`config.mk`:
```
export PLATFORM = sky130hd
export DESIGN_NAME = rtc_timekeeping_unit
export DESIGN_NICKNAME = d
export VERILOG_FILES = /design/src/pkg/rtc_pkg.sv /design/src/hw/rtc_cal_prescaler.sv /design/src/hw/rtc_timekeeping_unit.sv /design/src/hw/rtc_wrap_counter.sv
export SDC_FILE = /design/constraint.sdc
export NUM_CORES = 1
export LEC_CHECK = 0
export BUFFER_PORTS_ARGS = -buffer_cell sky130_fd_sc_hd__buf_2
export CAP_MARGIN = 20
export CORE_ASPECT_RATIO = 1.25
export CORE_MARGIN = 1.5
export CORE_UTILIZATION = 25
export CTS_BUF_LIST = sky130_fd_sc_hd__clkbuf_2 sky130_fd_sc_hd__clkbuf_4 sky130_fd_sc_hd__clkbuf_8
export DETAILED_ROUTE_END_ITERATION = 12
export PLACE_DENSITY_LB_ADDON = 0.3
export SYNTH_ARGS = -nofsm -noshare
export SYNTH_HDL_FRONTEND = slang
export SYNTH_HIERARCHICAL = 1
export SYNTH_SLANG_ARGS = --single-unit
export TNS_END_PERCENT = 50
```
`constraint.sdc`:
```
create_clock -name sys_clk -period 4 [get_ports sys_clk]
set_input_delay 1 -clock sys_clk [delete_from_list [all_inputs] [get_ports sys_clk]]
set_output_delay 1 -clock sys_clk [all_outputs]
set_load 0.02 [all_outputs]
```
`src/pkg/rtc_pkg.sv`:
```
// Purpose: Shared constants and types of the real-time clock timekeeping unit.
// Assumes: Registers are byte-wide special-function registers on the core's SFR port.
// Notes:   Every offset, field position, reset value and count is named here once.

package rtc_pkg;

	// ------------------------------------------------------------------
	// Register offsets
	// ------------------------------------------------------------------
	localparam logic [7:0] ADDR_RTC_CONTROL       = 8'hA1;
	localparam logic [7:0] ADDR_FRACTION_COUNTER  = 8'hA2;
	localparam logic [7:0] ADDR_ONE_HZ_COUNTER    = 8'hA3;
	localparam logic [7:0] ADDR_PER_SIXTY_S       = 8'hA4;
	localparam logic [7:0] ADDR_HOUR_COUNTER      = 8'hA5;
	localparam logic [7:0] ADDR_ALARM_PERIOD      = 8'hA6;
	localparam logic [7:0] ADDR_NOMINAL_TRIM      = 8'hF6;
	localparam logic [7:0] ADDR_THERMAL_TRIM      = 8'hF7;
	localparam logic [7:0] ADDR_WRITE_UNLOCK_KEY  = 8'hC1;
	localparam logic [7:0] ADDR_PIN_INTR_CONFIG   = 8'hFF;

	localparam logic [7:0] UNLOCK_KEY_VALUE       = 8'hEA;

	// ------------------------------------------------------------------
	// Control register fields
	// ------------------------------------------------------------------
	localparam int CTRL_MIDNIGHT_BIT    = 7;
	localparam int CTRL_DAY_WRAP_BIT    = 6;
	localparam int CTRL_BASE_HI_BIT     = 5;
	localparam int CTRL_BASE_LO_BIT     = 4;
	localparam int CTRL_SINGLE_SHOT_BIT = 3;
	localparam int CTRL_ALARM_BIT       = 2;
	localparam int CTRL_IVL_ON_BIT      = 1;
	localparam int CTRL_FIXED_BIT       = 0;

	localparam logic [1:0] BASE_FRACTION = 2'h0;
	localparam logic [1:0] BASE_SECOND   = 2'h1;
	localparam logic [1:0] BASE_MINUTE   = 2'h2;
	localparam logic [1:0] BASE_HOUR     = 2'h3;

	// ------------------------------------------------------------------
	// Reset values
	// ------------------------------------------------------------------
	localparam logic [7:0] CTRL_RESET     = 8'h01;
	localparam logic [7:0] COUNTER_RESET  = 8'h00;
	localparam logic [7:0] KEY_RESET      = 8'h00;
	localparam logic [7:0] PERIOD_RESET   = 8'h00;
	localparam logic [7:0] TRIM_RESET     = 8'h00;
	localparam logic [7:0] PIN_CFG_RESET  = 8'h00;

	// ------------------------------------------------------------------
	// Counter wrap values
	// ------------------------------------------------------------------
	localparam logic [7:0] FRACTION_WRAP  = 8'h7F;
	localparam logic [7:0] SECOND_WRAP    = 8'h3B;
	localparam logic [7:0] MINUTE_WRAP    = 8'h3B;
	localparam logic [7:0] HOUR_WRAP_24   = 8'h17;
	localparam logic [7:0] HOUR_WRAP_256  = 8'hFF;

	// ------------------------------------------------------------------
	// Time base
	// ------------------------------------------------------------------
	localparam int XTAL_FREQ_HZ     = 32768;
	localparam int FRACTION_RATE_HZ = 128;
	localparam int XTAL_PER_FRACTION = XTAL_FREQ_HZ / FRACTION_RATE_HZ;
	localparam int PRESCALE_W       = $clog2(XTAL_PER_FRACTION);
	localparam int CAL_ACC_W        = 12;
	// Trim units accumulated per second that make up one crystal edge.
	localparam logic signed [CAL_ACC_W-1:0] CAL_STEP_UNITS = 12'sh010;

	typedef enum logic [2:0] {
		RTC_IVL_IDLE  = 3'b001,
		RTC_IVL_COUNT = 3'b010,
		RTC_IVL_DONE  = 3'b100
	} rtc_ivl_state_t;

endpackage : rtc_pkg

```
`src/hw/rtc_cal_prescaler.sv`:
```
// Purpose: Divides the crystal down to the 1/128 s tick with trim correction.
// Assumes: The crystal level is synchronous to sys_clk.
// Notes:   Trim is accumulated once per second and spent one crystal edge at a time.

`timescale 1ns/10ps

module rtc_cal_prescaler
	import rtc_pkg::*;
#(
	parameter int W = PRESCALE_W
) (
	input  wire logic              clk,
	input  wire logic              rst,
	input  wire logic              xtal_in,
	input  wire logic signed [8:0] trim_sum,
	input  wire logic              sec_tick,
	output logic                   fraction_tick
);

	logic                        xtal_prev;
	logic [W-1:0]                count;
	logic signed [CAL_ACC_W-1:0] cal_acc;
	logic                        next_tick;
	logic [W-1:0]                next_count;
	logic signed [CAL_ACC_W-1:0] next_acc;
	logic [1:0]                  step;
	logic [W:0]                  sum;
	logic                        edge_seen;

	assign edge_seen = xtal_in && !xtal_prev;

	// Positive trim counts an edge twice (crystal slow), negative trim skips one.
	always_comb begin
		step     = 2'h1;
		next_acc = cal_acc;
		if (sec_tick) begin
			next_acc = cal_acc + {{(CAL_ACC_W-9){trim_sum[8]}}, trim_sum};
		end
		if (edge_seen && (cal_acc >= CAL_STEP_UNITS)) begin
			step     = 2'h2;
			next_acc = next_acc - CAL_STEP_UNITS;
		end else if (edge_seen && (cal_acc <= -CAL_STEP_UNITS)) begin
			step     = 2'h0;
			next_acc = next_acc + CAL_STEP_UNITS;
		end
		sum        = {1'b0, count} + (W+1)'(step);
		next_count = edge_seen ? sum[W-1:0] : count;
		next_tick  = edge_seen && sum[W];
	end

	always_ff @(posedge clk) begin
		if (rst) begin
			xtal_prev     <= 1'b0;
			count         <= '0;
			cal_acc       <= '0;
			fraction_tick <= 1'b0;
		end else begin
			xtal_prev     <= xtal_in;
			count         <= next_count;
			cal_acc       <= next_acc;
			fraction_tick <= next_tick;
		end
	end

endmodule : rtc_cal_prescaler

```
`src/hw/rtc_timekeeping_unit.sv`:
```
// Purpose: Real-time clock timekeeping unit with SFR access, alarm and midnight flag.
// Assumes: rst is the power-on reset; warm_rst is a watchdog or external pin reset.
// Notes:   Time counters and the day-wrap select survive warm_rst.
//
// Overview of operation
// Time base comes from 32.768 kHz crystal.
// Nominal and thermal trim correct the time base.
// Counting continues in every power-saving state.
// Counters survive warm reset, clear at power-on.
// Clock registers are byte-wide, not bit addressable.
// Protected writes need key 0xEA loaded first.
// Software relocks by zeroing the key afterwards.
// Midnight flag sets at rollover, software clears.
// Twenty-four hour mode flags midnight once daily.
// Midnight wake blocks deep sleep until cleared.
// Day-wrap select picks 255 or 23 wrap.
// Day-wrap select clears only at power-on.
// Interval base: fraction, second, minute or hour.
// Fraction counts 1/128 s, wraps at 127.
// Seconds wrap at 59 and carry minutes.
// Repeating or single-shot interval alarm.
// Interval off resets counter; needs run enable.

`timescale 1ns/10ps

module rtc_timekeeping_unit
	import rtc_pkg::*;
(
	input  wire logic       sys_clk,
	input  wire logic       rst,
	input  wire logic       warm_rst,
	input  wire logic       xtal_clk_in,
	input  wire logic       clock_run_enable,
	input  wire logic       deep_sleep_state,
	input  wire logic [7:0] sfr_addr,
	input  wire logic       sfr_wr_en,
	input  wire logic [7:0] sfr_wdata,
	input  wire logic       sfr_rd_en,
	output logic      [7:0] sfr_rdata,
	output logic            sfr_hit,
	output logic            midnight_flag,
	output logic            alarm_flag,
	output logic            deep_sleep_block,
	output logic      [7:0] pin_interrupt_config
);

	// ------------------------------------------------------------------
	// Register storage
	// ------------------------------------------------------------------
	logic [7:0]      write_unlock_key;
	logic [7:0]      alarm_period;
	logic [7:0]      crystal_nominal_trim;
	logic [7:0]      crystal_thermal_trim;
	logic            day_wrap_select;
	logic [1:0]      interval_base_select;
	logic            single_shot_interval;
	logic            interval_timer_on;
	logic [7:0]      ivl_count;
	rtc_ivl_state_t  ivl_state;

	logic [7:0]      next_key;
	logic [7:0]      next_period;
	logic [7:0]      next_nominal;
	logic [7:0]      next_thermal;
	logic [7:0]      next_pin_cfg;
	logic            next_midnight;
	logic            next_alarm;
	logic            next_block;
	logic            next_day_wrap;
	logic [1:0]      next_base;
	logic            next_single_shot;
	logic            next_ivl_on;
	logic [7:0]      next_ivl_count;
	rtc_ivl_state_t  next_ivl_state;
	logic [7:0]      next_rdata;
	logic            next_hit;

	logic [7:0]      fraction_counter;
	logic [7:0]      one_hz_counter;
	logic [7:0]      per_sixty_s_counter;
	logic [7:0]      hour_counter;
	logic            fraction_tick;
	logic            frac_wrap;
	logic            sec_wrap;
	logic            min_wrap;
	logic            hour_wrap;
	logic            alarm_event;
	logic            ivl_tick;
	logic            ivl_run;
	logic            unlocked;
	logic            wr_ctrl;
	logic            wr_frac;
	logic            wr_sec;
	logic            wr_min;
	logic            wr_hour;
	logic [7:0]      hour_wrap_val;
	logic signed [8:0] trim_sum;
	logic [7:0]      ctrl_view;

	// ------------------------------------------------------------------
	// Write decode
	// ------------------------------------------------------------------
	// Only whole-byte writes exist; there is no bit-address path at all.
	assign unlocked = (write_unlock_key == UNLOCK_KEY_VALUE);
	assign wr_ctrl  = sfr_wr_en && (sfr_addr == ADDR_RTC_CONTROL);
	assign wr_frac  = sfr_wr_en && unlocked && (sfr_addr == ADDR_FRACTION_COUNTER);
	assign wr_sec   = sfr_wr_en && unlocked && (sfr_addr == ADDR_ONE_HZ_COUNTER);
	assign wr_min   = sfr_wr_en && unlocked && (sfr_addr == ADDR_PER_SIXTY_S);
	assign wr_hour  = sfr_wr_en && unlocked && (sfr_addr == ADDR_HOUR_COUNTER);

	// ------------------------------------------------------------------
	// Calibrated time base
	// ------------------------------------------------------------------
	// Trim values are two's complement; the sum cannot overflow nine bits.
	assign trim_sum = {crystal_nominal_trim[7], crystal_nominal_trim}
		+ {crystal_thermal_trim[7], crystal_thermal_trim};

	// The prescaler has no power-state gating, so time runs in every mode.
	rtc_cal_prescaler #(
		.W             (PRESCALE_W)
	) u_prescaler (
		.clk           (sys_clk),
		.rst           (rst),
		.xtal_in       (xtal_clk_in),
		.trim_sum      (trim_sum),
		.sec_tick      (frac_wrap),
		.fraction_tick (fraction_tick)
	); // see see

	// ------------------------------------------------------------------
	// Time counters
	// ------------------------------------------------------------------
	assign hour_wrap_val = day_wrap_select ? HOUR_WRAP_24 : HOUR_WRAP_256;

	rtc_wrap_counter #(.W(8)) u_fraction (
		.clk       (sys_clk),
		.rst       (rst),
		.inc       (fraction_tick),
		.wrap_val  (FRACTION_WRAP),
		.load      (wr_frac),
		.load_data (sfr_wdata),
		.count     (fraction_counter),
		.carry     (frac_wrap)
	); // see

	rtc_wrap_counter #(.W(8)) u_seconds (
		.clk       (sys_clk),
		.rst       (rst),
		.inc       (frac_wrap),
		.wrap_val  (SECOND_WRAP),
		.load      (wr_sec),
		.load_data (sfr_wdata),
		.count     (one_hz_counter),
		.carry     (sec_wrap)
	); // see

	rtc_wrap_counter #(.W(8)) u_minutes (
		.clk       (sys_clk),
		.rst       (rst),
		.inc       (sec_wrap),
		.wrap_val  (MINUTE_WRAP),
		.load      (wr_min),
		.load_data (sfr_wdata),
		.count     (per_sixty_s_counter),
		.carry     (min_wrap)
	);

	rtc_wrap_counter #(.W(8)) u_hours (
		.clk       (sys_clk),
		.rst       (rst),
		.inc       (min_wrap),
		.wrap_val  (hour_wrap_val),
		.load      (wr_hour),
		.load_data (sfr_wdata),
		.count     (hour_counter),
		.carry     (hour_wrap)
	); // see

	// ------------------------------------------------------------------
	// Interval timer
	// ------------------------------------------------------------------
	assign ivl_run = interval_timer_on && clock_run_enable;

	always_comb begin
		case (interval_base_select)
			BASE_FRACTION: ivl_tick = fraction_tick;
			BASE_SECOND:   ivl_tick = frac_wrap;
			BASE_MINUTE:   ivl_tick = sec_wrap;
			BASE_HOUR:     ivl_tick = min_wrap;
			default:       ivl_tick = 1'b0;
		endcase
	end

	// A period of zero behaves like one: the alarm fires on every tick.
	always_comb begin
		next_ivl_state = ivl_state;
		next_ivl_count = ivl_count;
		alarm_event    = 1'b0;
		case (ivl_state)
			RTC_IVL_IDLE: begin
				next_ivl_count = 8'h00;
				if (ivl_run) begin
					next_ivl_state = RTC_IVL_COUNT;
				end
			end
			RTC_IVL_COUNT: begin
				if (!ivl_run) begin
					next_ivl_state = RTC_IVL_IDLE;
					next_ivl_count = 8'h00;
				end else if (ivl_tick) begin
					if (({1'b0, ivl_count} + 9'h001) >= {1'b0, alarm_period}) begin
						alarm_event    = 1'b1;
						next_ivl_count = 8'h00;
						if (single_shot_interval) begin
							next_ivl_state = RTC_IVL_DONE;
						end
					end else begin
						next_ivl_count = ivl_count + 8'h01;
					end
				end
			end
			RTC_IVL_DONE: begin
				next_ivl_count = 8'h00;
				if (!ivl_run) begin
					next_ivl_state = RTC_IVL_IDLE;
				end
			end
			default: begin
				next_ivl_state = RTC_IVL_IDLE;
				next_ivl_count = 8'h00;
			end
		endcase
	end

	always_ff @(posedge sys_clk) begin
		if (rst || warm_rst) begin
			ivl_state <= RTC_IVL_IDLE;
			ivl_count <= 8'h00;
		end else begin
			ivl_state <= next_ivl_state;
			ivl_count <= next_ivl_count;
		end
	end

	// ------------------------------------------------------------------
	// Control, flags and plain registers
	// ------------------------------------------------------------------
	always_comb begin
		next_key         = (sfr_wr_en && sfr_addr == ADDR_WRITE_UNLOCK_KEY) ? sfr_wdata
			: write_unlock_key;
		next_period      = (sfr_wr_en && sfr_addr == ADDR_ALARM_PERIOD) ? sfr_wdata
			: alarm_period;
		next_nominal     = (sfr_wr_en && sfr_addr == ADDR_NOMINAL_TRIM) ? sfr_wdata
			: crystal_nominal_trim;
		next_thermal     = (sfr_wr_en && sfr_addr == ADDR_THERMAL_TRIM) ? sfr_wdata
			: crystal_thermal_trim;
		next_pin_cfg     = (sfr_wr_en && unlocked && sfr_addr == ADDR_PIN_INTR_CONFIG)
			? sfr_wdata : pin_interrupt_config;
		next_day_wrap    = wr_ctrl ? sfr_wdata[CTRL_DAY_WRAP_BIT] : day_wrap_select;
		next_base        = wr_ctrl ? sfr_wdata[CTRL_BASE_HI_BIT:CTRL_BASE_LO_BIT]
			: interval_base_select;
		next_single_shot = wr_ctrl ? sfr_wdata[CTRL_SINGLE_SHOT_BIT] : single_shot_interval;
		next_ivl_on      = wr_ctrl ? sfr_wdata[CTRL_IVL_ON_BIT] : interval_timer_on;
		// Software can only clear the flags; a same-cycle event still sets them.
		next_midnight = midnight_flag;
		if (wr_ctrl && !sfr_wdata[CTRL_MIDNIGHT_BIT]) begin
			next_midnight = 1'b0;
		end
		if (hour_wrap) begin
			next_midnight = 1'b1; // see
		end
		next_alarm = alarm_flag;
		if (wr_ctrl && !sfr_wdata[CTRL_ALARM_BIT]) begin
			next_alarm = 1'b0;
		end
		if (alarm_event) begin
			next_alarm = 1'b1;
		end
		next_block = next_midnight
			&& (deep_sleep_block || (hour_wrap && deep_sleep_state));
	end

	always_ff @(posedge sys_clk) begin
		if (rst) begin
			day_wrap_select      <= CTRL_RESET[CTRL_DAY_WRAP_BIT];
			midnight_flag        <= CTRL_RESET[CTRL_MIDNIGHT_BIT];
			deep_sleep_block     <= 1'b0;
			crystal_nominal_trim <= TRIM_RESET;
			crystal_thermal_trim <= TRIM_RESET;
		end else begin
			day_wrap_select      <= next_day_wrap;
			midnight_flag        <= next_midnight;
			deep_sleep_block     <= next_block;
			crystal_nominal_trim <= next_nominal;
			crystal_thermal_trim <= next_thermal;
		end
	end

	always_ff @(posedge sys_clk) begin
		if (rst || warm_rst) begin
			write_unlock_key     <= KEY_RESET;
			alarm_period         <= PERIOD_RESET;
			pin_interrupt_config <= PIN_CFG_RESET;
			interval_base_select <= CTRL_RESET[CTRL_BASE_HI_BIT:CTRL_BASE_LO_BIT];
			single_shot_interval <= CTRL_RESET[CTRL_SINGLE_SHOT_BIT];
			interval_timer_on    <= CTRL_RESET[CTRL_IVL_ON_BIT];
			alarm_flag           <= CTRL_RESET[CTRL_ALARM_BIT];
		end else begin
			write_unlock_key     <= next_key;
			alarm_period         <= next_period;
			pin_interrupt_config <= next_pin_cfg;
			interval_base_select <= next_base;
			single_shot_interval <= next_single_shot;
			interval_timer_on    <= next_ivl_on;
			alarm_flag           <= next_alarm;
		end
	end

	// ------------------------------------------------------------------
	// Read port
	// ------------------------------------------------------------------
	assign ctrl_view = {midnight_flag, day_wrap_select, interval_base_select,
		single_shot_interval, alarm_flag, interval_timer_on, CTRL_RESET[CTRL_FIXED_BIT]};

	always_comb begin
		next_hit   = sfr_rd_en;
		next_rdata = 8'h00;
		case (sfr_addr)
			ADDR_RTC_CONTROL:      next_rdata = ctrl_view;
			ADDR_FRACTION_COUNTER: next_rdata = fraction_counter;
			ADDR_ONE_HZ_COUNTER:   next_rdata = one_hz_counter;
			ADDR_PER_SIXTY_S:      next_rdata = per_sixty_s_counter;
			ADDR_HOUR_COUNTER:     next_rdata = hour_counter;
			ADDR_ALARM_PERIOD:     next_rdata = alarm_period;
			ADDR_NOMINAL_TRIM:     next_rdata = crystal_nominal_trim;
			ADDR_THERMAL_TRIM:     next_rdata = crystal_thermal_trim;
			ADDR_WRITE_UNLOCK_KEY: next_rdata = write_unlock_key;
			ADDR_PIN_INTR_CONFIG:  next_rdata = pin_interrupt_config;
			default:               next_hit   = 1'b0;
		endcase
		if (!sfr_rd_en) begin
			next_rdata = 8'h00;
		end
	end

	always_ff @(posedge sys_clk) begin
		if (rst) begin
			sfr_rdata <= 8'h00;
			sfr_hit   <= 1'b0;
		end else begin
			sfr_rdata <= next_rdata;
			sfr_hit   <= next_hit;
		end
	end

endmodule : rtc_timekeeping_unit

```
`src/hw/rtc_wrap_counter.sv`:
```
// Purpose: One timekeeping digit counter with load and programmable wrap.
// Assumes: Cleared by power-on reset only.
// Notes:   A load in the same cycle as an increment wins and suppresses the carry.

`timescale 1ns/10ps

module rtc_wrap_counter
	import rtc_pkg::*;
#(
	parameter int W = 8
) (
	input  wire logic         clk,
	input  wire logic         rst,
	input  wire logic         inc,
	input  wire logic [W-1:0] wrap_val,
	input  wire logic         load,
	input  wire logic [W-1:0] load_data,
	output logic      [W-1:0] count,
	output logic              carry
);

	logic [W-1:0] next_count;

	// A value above the wrap point, left by a load or a mode change, also wraps.
	assign carry = inc && !load && (count >= wrap_val);

	always_comb begin
		next_count = count;
		if (load) begin
			next_count = load_data;
		end else if (carry) begin
			next_count = '0;
		end else if (inc) begin
			next_count = count + W'(1);
		end
	end

	always_ff @(posedge clk) begin
		if (rst) begin
			count <= W'(COUNTER_RESET);
		end else begin
			count <= next_count;
		end
	end

endmodule : rtc_wrap_counter

```
==> results of run 1 <==
layout make-up:
cell class,count,area (µm²)
clock buffer,21,289
multi-input combinational,845,5820
clock inverter,11,135
antenna,1,2.50
timing repair buffer,94,598
sequential,122,2440
fill,3595,23600
tap,423,529
inverter,70,263
metal layers:
metal | wire length (µm) | GRT usage (%)
met1 | 12500 | 19.8
met2 | 13100 | 26.5
met3 | 1050 | 2.22
met4 | 910 | 6.96
met5 | 0 | 0
power breakdown:
part           switching [mW]  internal (mW)
clock                   0.576          0.629
combinational           0.365          0.282
sequential             0.0539           1.25
total                   0.995           2.17
timing repair:
item / 4_1_cts / 5_1_grt
hold buffers: 0 / 0
endpoints found under the setup margin: 0 / 4
gates resized for setup: 0 / 10
cells by family (layout without fill, tap and decap cells):
logic type	after synthesis	in the layout	share of synthesized area [%]
XOR/XNOR	34	34	3.47
flip-flops	122	122	28.5
AO/OA/AOI/OAI	290	290	22.7
other	2	29	0.0875
AND/OR/NAND/NOR	376	376	23.6
adder cells (fa/ha/maj)	71	71	10.6
multiplexers	46	46	5.57
buffers and inverters	118	196	5.51
flip-flops by register name (all words and copies together) (netlist names), 8 cells and up:
signal and flops:
alarm_period 8, crystal_nominal_trim 8, crystal_thermal_trim 8, ivl_count 8, pin_interrupt_config 8, sfr_rdata 8, u_fraction/count 8, u_hours/count 8
u_minutes/count 8, u_prescaler/cal_acc 12, u_prescaler/count 8, u_seconds/count 8, write_unlock_key 8
tightest hold or removal path, delay by kind of cell, from the launching register on:
kind | cells | cell delay, ps
flops | 1 | 320
compound gates | 1 | 50
simple gates | 1 | 50
worst paths after layout:
path	from	endpoint	slack, ps	cells after the start
max	crystal_nominal_trim[1]$_SDFFE_PP0P_	u_prescaler/cal_acc[10]$_SDFF_PP0_	210	17
min	u_prescaler/count[0]$_SDFFE_PP0P_	u_prescaler/count[0]$_SDFFE_PP0P_	470	2
min reg2reg	u_prescaler/count[0]$_SDFFE_PP0P_	u_prescaler/count[0]$_SDFFE_PP0P_	470	2
max reg2reg	crystal_nominal_trim[1]$_SDFFE_PP0P_	u_prescaler/cal_acc[10]$_SDFF_PP0_	210	17
stage by stage:
| stage | setup WS (ps) | power, mW | instance area, µm² |
|---|---|---|---|
| final | 213 | 3.16 | 10100 |
| after global routing | -34.0 | 3.34 | 10100 |
| after CTS | 91.9 | 3.19 | 10000 |
| after detailed placement | -124 | 1.97 | 9620 |
| after global placement | -32.1 | 1.97 | 9620 |
| after floorplan | 0.0324 | 1.77 | 8700 |
cell usage in the layout (no fill, tap or decap), drive strengths merged, types with 23 or more instances in the layout:
cell   synthesis  routed
nor3b         30      30
buf           21      94
nor3          29      29
o22ai         35      35
conb           2      28
xnor2         23      23
nor2          75      75
nand2         81      81
mux2i         41      41
dfxtp        122     122
ha            68      68
nand3         58      58
o21ai         37      37
inv           70      73
a21oi         95      95
==> results_dict.tcl, run 1 <==
set metrics [dict create \
    cp_top_family "simple AND/OR/NAND/NOR gates" \
    cts_buffers 17 \
    setup_viol 0 \
    yosysWarningCount 6 \
    power_density_mw_per_mm2 314 \
    period_share_pct 94.7 \
    synth_cells 1059 \
    cts-root-buf "clkbuf_8" \
    clock_skew_ps 17.4 \
    overflow 0 \
    core.rowCount 75 \
    grt_usage_pct 15.7 \
    path_class "reg -> reg" \
    worstPathArrival_ps 4180 \
    slowest_stage "or4_1" \
    viasPerCell 5.20 \
    async_flop_share_pct 0 \
    fin_crit_ps 3790 \
    worst-slew-pin-transition_ps 1060 \
    outcome "finished, final reports clean" \
    die_x_um 169 \
    place_congestion 0.872 \
    via_count 8248 \
    die_y_um 210 \
    finalSetupTns_ps 0 \
    area_growth_pct 17.4 \
    clock_latency_ps 470 \
    synth_ff_type "dfxtp_1" \
    numPortBuffers 43 \
    p_leak_nw 4.17 \
    cts.path.max_buffers 2 \
    avgSynthCellArea_um2 8.11 \
    cp_max_fo 10 \
    final_cells 1587 \
    drc 0 \
    dp_hpwl_mm 20.3 \
    nets 1245 \
    peakVddDrop_uv 194 \
    min_path_type "reg -> reg" \
    max_freq_mhz 264 \
    syn_area_mm2 0.00858 \
    final_max_slew_viol_count 0 \
    fp.coreArea_mm2 0.0337 \
    synthTopCellsByArea "dfxtp_1, ha_1, a21oi_1, mux2i_1, nand2_1" \
    ys_seq_area_share_pct 28.5 \
    grt_max_degree 46 \
    die_area_mm2 0.0355 \
    drt_iter0_markers 699 \
    crit_path_start_kind "flop" \
    drtPass1Iterations 5 \
    cts_setup_buffers 0 \
    synth_edf_count 0 \
    worstPathRequired_ps 4400 \
    synthTopCellsByCount "dfxtp_1, a21oi_1, nand2_1" \
    io-pin-count 44 \
    cts_tree "built" \
    synth_top_area_cell "dfxtp_1" \
    whs_ps 468 \
    clock_sinks 122 \
    maxSlewHeadroom_pct 28.9 \
    crit_path_end_kind "flop" \
    yosys_register_bits 122 \
    drive_gt1_share_pct 15.5 \
    cts.reportedPaths.clkPinSlew_ps 90 \
    placedCellCount 1554 \
    finalCoreUtilization_pct 29.9 \
    antenna_left 0 \
    antenna_found_initial 0 \
    wl_mm 27.6 \
    synth_top_area_share_pct 28.5 \
    rsz0062_at_grt "true" \
    ys_types 89 \
    start_util_pct 25.5 \
    crit_chain "ha_1, a21o_1, a211oi_1, nor2_1, nor2_1, xnor2_1, ha_2, nor2b_2, a221oi_2, o311ai_2, inv_1, ha_1, and2_1, o21ai_0, or4_1, and3_1, nor3_1" \
    cts_max_level 4 \
    wl_per_cell_um 17.4 \
    hold_viol 0 \
    cap_violations 0 \
    synth_most_common_cell "dfxtp_1" \
    grt_pass1_wl_mm 43.2 \
    crit_buf_inv 1 \
    grt_pass1_vias 7774 \
    cp_slowest_stage_delay_ps 500 \
]
(Power assumes the default switching activity.)
==> run 2: changes to the inputs <==
--- a/config.mk
+++ b/config.mk
@@ -15,6 +15,5 @@
 export PLACE_DENSITY_LB_ADDON = 0.3
 export SYNTH_ARGS = -nofsm -noshare
 export SYNTH_HDL_FRONTEND = slang
-export SYNTH_HIERARCHICAL = 1
 export SYNTH_SLANG_ARGS = --single-unit
 export TNS_END_PERCENT = 50
==> results_dict.tcl, run 2 <==
set metrics [dict create \
    yosys.area_share.simple_pct 24.6 \
    worstHoldStart "deep_sleep_block$_SDFF_PP0_" \
    rr_startpoint "crystal_nominal_trim[1]$_SDFFE_PP0P_" \
    synth_fp_nets 1012 \
    cts-root-buf "clkbuf_8" \
    r2r_slack_ps 230 \
    cts_max_level 4 \
    dpl-instance-area_mm2 0.00817 \
    cts.reportedPaths.clkPinSlew_ps 90 \
    final.setup.worst_slack_ps 235 \
    async_flop_share_pct 0 \
    crit_buf_inv 0 \
    crit_path_end_kind "flop" \
    placedCellCount 1356 \
    nets 1052 \
    synth_ff_type "dfxtp_1" \
    top_register "u_prescaler.cal_acc" \
    power.total_mw 3.16 \
    crit_top_cell "a21oi_2" \
    cts_tree "built" \
    drt_iter0_markers 491 \
    cp_top_family "compound AO/OA/AOI/OAI gates" \
    io-pin-count 44 \
    final_cells 1392 \
    core.rowCount 70 \
    power_density_mw_per_mm2 363 \
    cp_max_fo 6 \
    clock_latency_ps 460 \
    yosysWarningCount 0 \
    clock_skew_ps 19.8 \
    avgSynthCellArea_um2 7.92 \
    synth_compound_area_share_pct 19.6 \
    synth_most_common_cell "nor2_1" \
    period_share_pct 94.1 \
    crit_path_start_kind "flop" \
    overflow 0 \
    final_cell_mix "nor2_1, dfxtp_1, nand2_1, a21oi_1, mux2i_1" \
    crit_chain "ha_1, a21o_1, a21oi_2, o21bai_1, a21oi_2, o21bai_1, a21oi_1, xnor2_1, ha_2, a2111oi_2, o21ai_1, nand2_1, xnor2_2, o31a_1, or3_1, a21o_1, a21oi_2" \
    dp_hpwl_mm 16.8 \
    drive_gt1_share_pct 13.9 \
    finalSetupTns_ps 0 \
    wl_per_cell_um 16.7 \
    hold_viol 0 \
    numPortBuffers 43 \
    max_freq_mhz 266 \
    ys_types 71 \
    synthTopCellsByArea "dfxtp_1, ha_1, nor2_1, mux2i_1, a21oi_1" \
    outcome "finished, final reports clean" \
    synth_edf_count 0 \
    muxShareOfSynthArea_pct 7.79 \
    fp.coreArea_mm2 0.0293 \
    finalCoreUtilization_pct 29.8 \
    worstHoldEndpoint "deep_sleep_block$_SDFF_PP0_" \
    cap_violations 0 \
    place_ws_ps 101 \
    slowest_stage "or3_1" \
    grt_pass1_vias 6578 \
    synth_top_area_cell "dfxtp_1" \
    wl_mm 23.2 \
    synthTopCellsByCount "nor2_1, dfxtp_1, nand2_1" \
    path_class "reg -> reg" \
    worstPathRequired_ps 4390 \
    synth_top_family_by_area "simple AND/OR/NAND/NOR gates" \
    via_count 6973 \
    worstPathArrival_ps 4160 \
    ys_seq_area_share_pct 32.7 \
    synth-xor-area-share_pct 3.17 \
    reg2reg_depth 17 \
    worst-slew-pin-transition_ps 702 \
    layout_commonest_cell "nor2_1" \
    clock_sinks 122 \
    antenna_left 0 \
    die_y_um 196 \
    cts.path.max_buffers 2 \
    synth_top_area_share_pct 32.7 \
    cp_slowest_stage_delay_ps 400 \
    min_path_type "reg -> reg" \
    antenna_found_initial 0 \
    die_area_mm2 0.0309 \
    drtPass1Iterations 5 \
    grt_max_degree 40 \
    final_max_slew_viol_count 0 \
    diodes 0 \
    grt_pass1_wl_mm 36.3 \
    peakVddDrop_uv 178 \
    die_x_um 158 \
    maxSlewHeadroom_pct 52.7 \
    whs_ps 468 \
    grt_usage_pct 15.3 \
    viasPerCell 5.01 \
    yosys_register_bits 122 \
    r2r-end "u_prescaler.cal_acc[9]$_SDFF_PP0_" \
    place_congestion 0.846 \
    final_area_mm2 0.00873 \
    synth_cells 943 \
    setup_viol 0 \
    syn_area_mm2 0.00746 \
    start_util_pct 25.4 \
    hold_path_depth 1 \
    cts_buffers 17 \
    drc 0 \
    p_leak_nw 3.28 \
    largest_reg_flops 12 \
    fin_crit_ps 3770 \
    synthAdderAreaFrac_pct 7.84 \
    area_growth_pct 16.9 \
]
run 2: changes by cell type after synthesis, sizes merged, moves of 15 or more:
cell    previous run  this run
nor3b             30         5
o22ai             35         1
inv               70        26
nand3             58        43
nor2              75       135
ha                68        42
clkbuf            27        46
run 2: cells by family after synthesis:
kind of cell	count (synthesis)
multiplexers	56
XOR/XNOR	27
adder cells (fa/ha/maj)	45
AND/OR/NAND/NOR	387
buffers and inverters	80
flip-flops	122
AO/OA/AOI/OAI	226
run 2: what timing repair did:
| item | in CTS | in global routing |
|---|---|---|
| hold buffers | 0 | 0 |
| setup endpoints to repair | 0 | 3 |
| buffers inserted | 0 | 4 |
| gates resized for setup | 0 | 19 |
run 2: power breakdown:
part | total (mW) | switching [mW] | internal, mW
Clock | 1.31 | 0.534 | 0.780
Combinational | 0.531 | 0.305 | 0.226
Sequential | 1.32 | 0.0633 | 1.26
run 2: layout make-up:
| type | count | area [µm²] |
|---|---|---|
| clock buffer | 21 | 270 |
| clock inverter | 11 | 193 |
| fill | 3112 | 20600 |
| inverter | 27 | 101 |
| multi-input combinational | 741 | 4780 |
| sequential | 122 | 2440 |
| tap | 396 | 495 |
| timing repair buffer | 74 | 448 |
run 2: worst max path at each step:
stage	start	end	slack (ps)	cells after the start
after floorplan	crystal_nominal_trim[1]$_SDFFE_PP0P_	u_prescaler.cal_acc[9]$_SDFF_PP0_	340	18
after global placement	crystal_thermal_trim[0]$_SDFFE_PP0P_	u_prescaler.cal_acc[10]$_SDFF_PP0_	130	16
after detailed placement	crystal_nominal_trim[1]$_SDFFE_PP0P_	u_prescaler.cal_acc[9]$_SDFF_PP0_	100	17
after CTS	crystal_nominal_trim[1]$_SDFFE_PP0P_	u_prescaler.cal_acc[9]$_SDFF_PP0_	60	17
after global routing	crystal_nominal_trim[0]$_SDFFE_PP0P_	u_prescaler.cal_acc[10]$_SDFF_PP0_	-20	16
final	crystal_nominal_trim[1]$_SDFFE_PP0P_	u_prescaler.cal_acc[9]$_SDFF_PP0_	230	17
run 2: routing by layer:
| layer | up-vias | wire, µm | GRT usage, % |
|---|---|---|---|
| met1 | 3276 | 10400 | 19.1 |
| met4 | 0 | 637 | 6.29 |
| li1 | 3483 | - | - |
| met2 | 169 | 11200 | 25.9 |
| met3 | 45 | 905 | 2.65 |
| met5 | - | 0 | 0 |
==> run 3: changes to the inputs <==
--- a/config.mk
+++ b/config.mk
@@ -10,7 +10,6 @@
 export CORE_ASPECT_RATIO = 1.25
 export CORE_MARGIN = 1.5
 export CORE_UTILIZATION = 25
-export CTS_BUF_LIST = sky130_fd_sc_hd__clkbuf_2 sky130_fd_sc_hd__clkbuf_4 sky130_fd_sc_hd__clkbuf_8
 export DETAILED_ROUTE_END_ITERATION = 12
 export PLACE_DENSITY_LB_ADDON = 0.3
 export SYNTH_ARGS = -nofsm -noshare
==> results_dict.tcl, run 3 (synthesis results as in run 2) <==
set metrics [dict create \
    crit_path_end_kind "flop" \
    wl_per_cell_um 16.7 \
    die_area_mm2 0.0309 \
    worstPathRequired_ps 4290 \
    drtPass1Iterations 8 \
    hold_viol 0 \
    place_congestion 0.846 \
    core.rowCount 70 \
    via_count 6985 \
    fp.coreArea_mm2 0.0293 \
    drc 0 \
    crit_buf_inv 1 \
    maxSlewHeadroom_pct 53.8 \
    cts.path.max_buffers 2 \
    grt_pass1_wl_mm 36.5 \
    placedCellCount 1356 \
    min_path_type "reg -> reg" \
    crit_path_start_kind "flop" \
    clock_skew_ps 15.8 \
    antenna_found_initial 0 \
    cts_buffers 17 \
    max_freq_mhz 265 \
    cp_top_family "simple AND/OR/NAND/NOR gates" \
    outcome "finished, final reports clean" \
    final_cells 1392 \
    io-pin-count 44 \
    p_leak_nw 3.35 \
    slowest_stage "or4b_2" \
    drive_gt1_share_pct 13.7 \
    cp_slowest_stage_delay_ps 680 \
    final_area_mm2 0.00891 \
    diodes 0 \
    path_class "reg -> reg" \
    layout_commonest_cell "nor2_1" \
    area_growth_pct 19.4 \
    crit_chain "ha_2, inv_1, fa_1, nor2b_1, o21ai_0, a21oi_1, nor2_1, xnor2_1, ha_1, or4b_2, o2111ai_2, mux2i_4, or2_2, nor4b_4, or3_1, a21oi_1" \
    drt_iter0_markers 532 \
    numPortBuffers 43 \
    worstPathArrival_ps 4070 \
    dp_hpwl_mm 16.8 \
    finalCoreUtilization_pct 30.4 \
    wl_mm 23.3 \
    grt_max_degree 40 \
    whs_ps 464 \
    final_max_slew_viol_count 0 \
    nets 1052 \
    clock_latency_ps 430 \
    grt_usage_pct 15.4 \
    largest_reg_flops 12 \
    top_register "u_prescaler.cal_acc" \
    grt_pass1_vias 6648 \
    antenna_left 0 \
    dpl-instance-area_mm2 0.00817 \
    cts_tree "built" \
    cp_max_fo 5 \
    overflow 0 \
    crit_top_cell "a21oi_1" \
    cts-root-buf "clkbuf_16" \
    cap_violations 0 \
    clock_sinks 122 \
    power_density_mw_per_mm2 400 \
    worst-slew-pin-transition_ps 687 \
    peakVddDrop_uv 278 \
    die_y_um 196 \
    setup_viol 0 \
    viasPerCell 5.02 \
    die_x_um 158 \
    cts_max_level 4 \
    period_share_pct 94.4 \
    cts.reportedPaths.clkPinSlew_ps 60 \
    final_cell_mix "nor2_1, dfxtp_1, nand2_1, a21oi_1, mux2i_1" \
    start_util_pct 25.4 \
    finalSetupTns_ps 0 \
    fin_crit_ps 3780 \
]
[run 3: cell types whose count changed in the layout (fill, tap and decap cells not counted)]
cell | previous run | this run
ha_1 | 41 | 40
clkbuf_8 | 18 | 1
clkbuf_4 | 3 | 0
clkbuf_1 | 0 | 3
ha_2 | 1 | 2
clkbuf_16 | 0 | 17
[run 3: routing by layer]
metal	vias up	global-route usage (%)	routed length [µm]
met4	0	6.32	595
met1	3304	19.1	10400
met3	38	2.74	802
met5	-	0	0
li1	3487	-	-
met2	156	26.2	11400
[run 3: layout make-up]
cell class                 count  area, µm²
fill                        3096      20400
multi-input combinational    741       4780
sequential                   122       2440
tap                          396        495
clock buffer                  21        450
timing repair buffer          74        448
clock inverter                11        193
inverter                      27        101
[run 3: stage by stage]
stage	worst slack, ps	power (mW)
floorplan	340	1.70
global placement	130	1.86
detailed placement	101	1.86
CTS	66.6	3.58
global route	-8.26	3.72
finish	225	3.56
[run 3: worst paths after layout]
path,end,from,cells past startpoint,slack (ps)
setup reg to reg,u_prescaler.cal_acc[10]$_SDFF_PP0_,crystal_nominal_trim[0]$_SDFFE_PP0P_,16,220
hold reg to reg,deep_sleep_block$_SDFF_PP0_,deep_sleep_block$_SDFF_PP0_,1,460
hold / removal,deep_sleep_block$_SDFF_PP0_,deep_sleep_block$_SDFF_PP0_,1,460
setup / recovery,u_prescaler.cal_acc[10]$_SDFF_PP0_,crystal_nominal_trim[0]$_SDFFE_PP0P_,16,220
[run 3: where the power goes]
| group | switching, mW | internal [mW] | total (mW) |
|---|---|---|---|
| Sequential | 0.0639 | 1.26 | 1.32 |
| Clock | 0.586 | 1.12 | 1.71 |
| Combinational | 0.305 | 0.226 | 0.531 |
[run 3: timing repair]
action | 4_1_cts | 5_1_grt
endpoints found under the setup margin | 0 | 3
resized for setup | 0 | 20
hold buffers | 0 | 0
setup buffers | 0 | 4
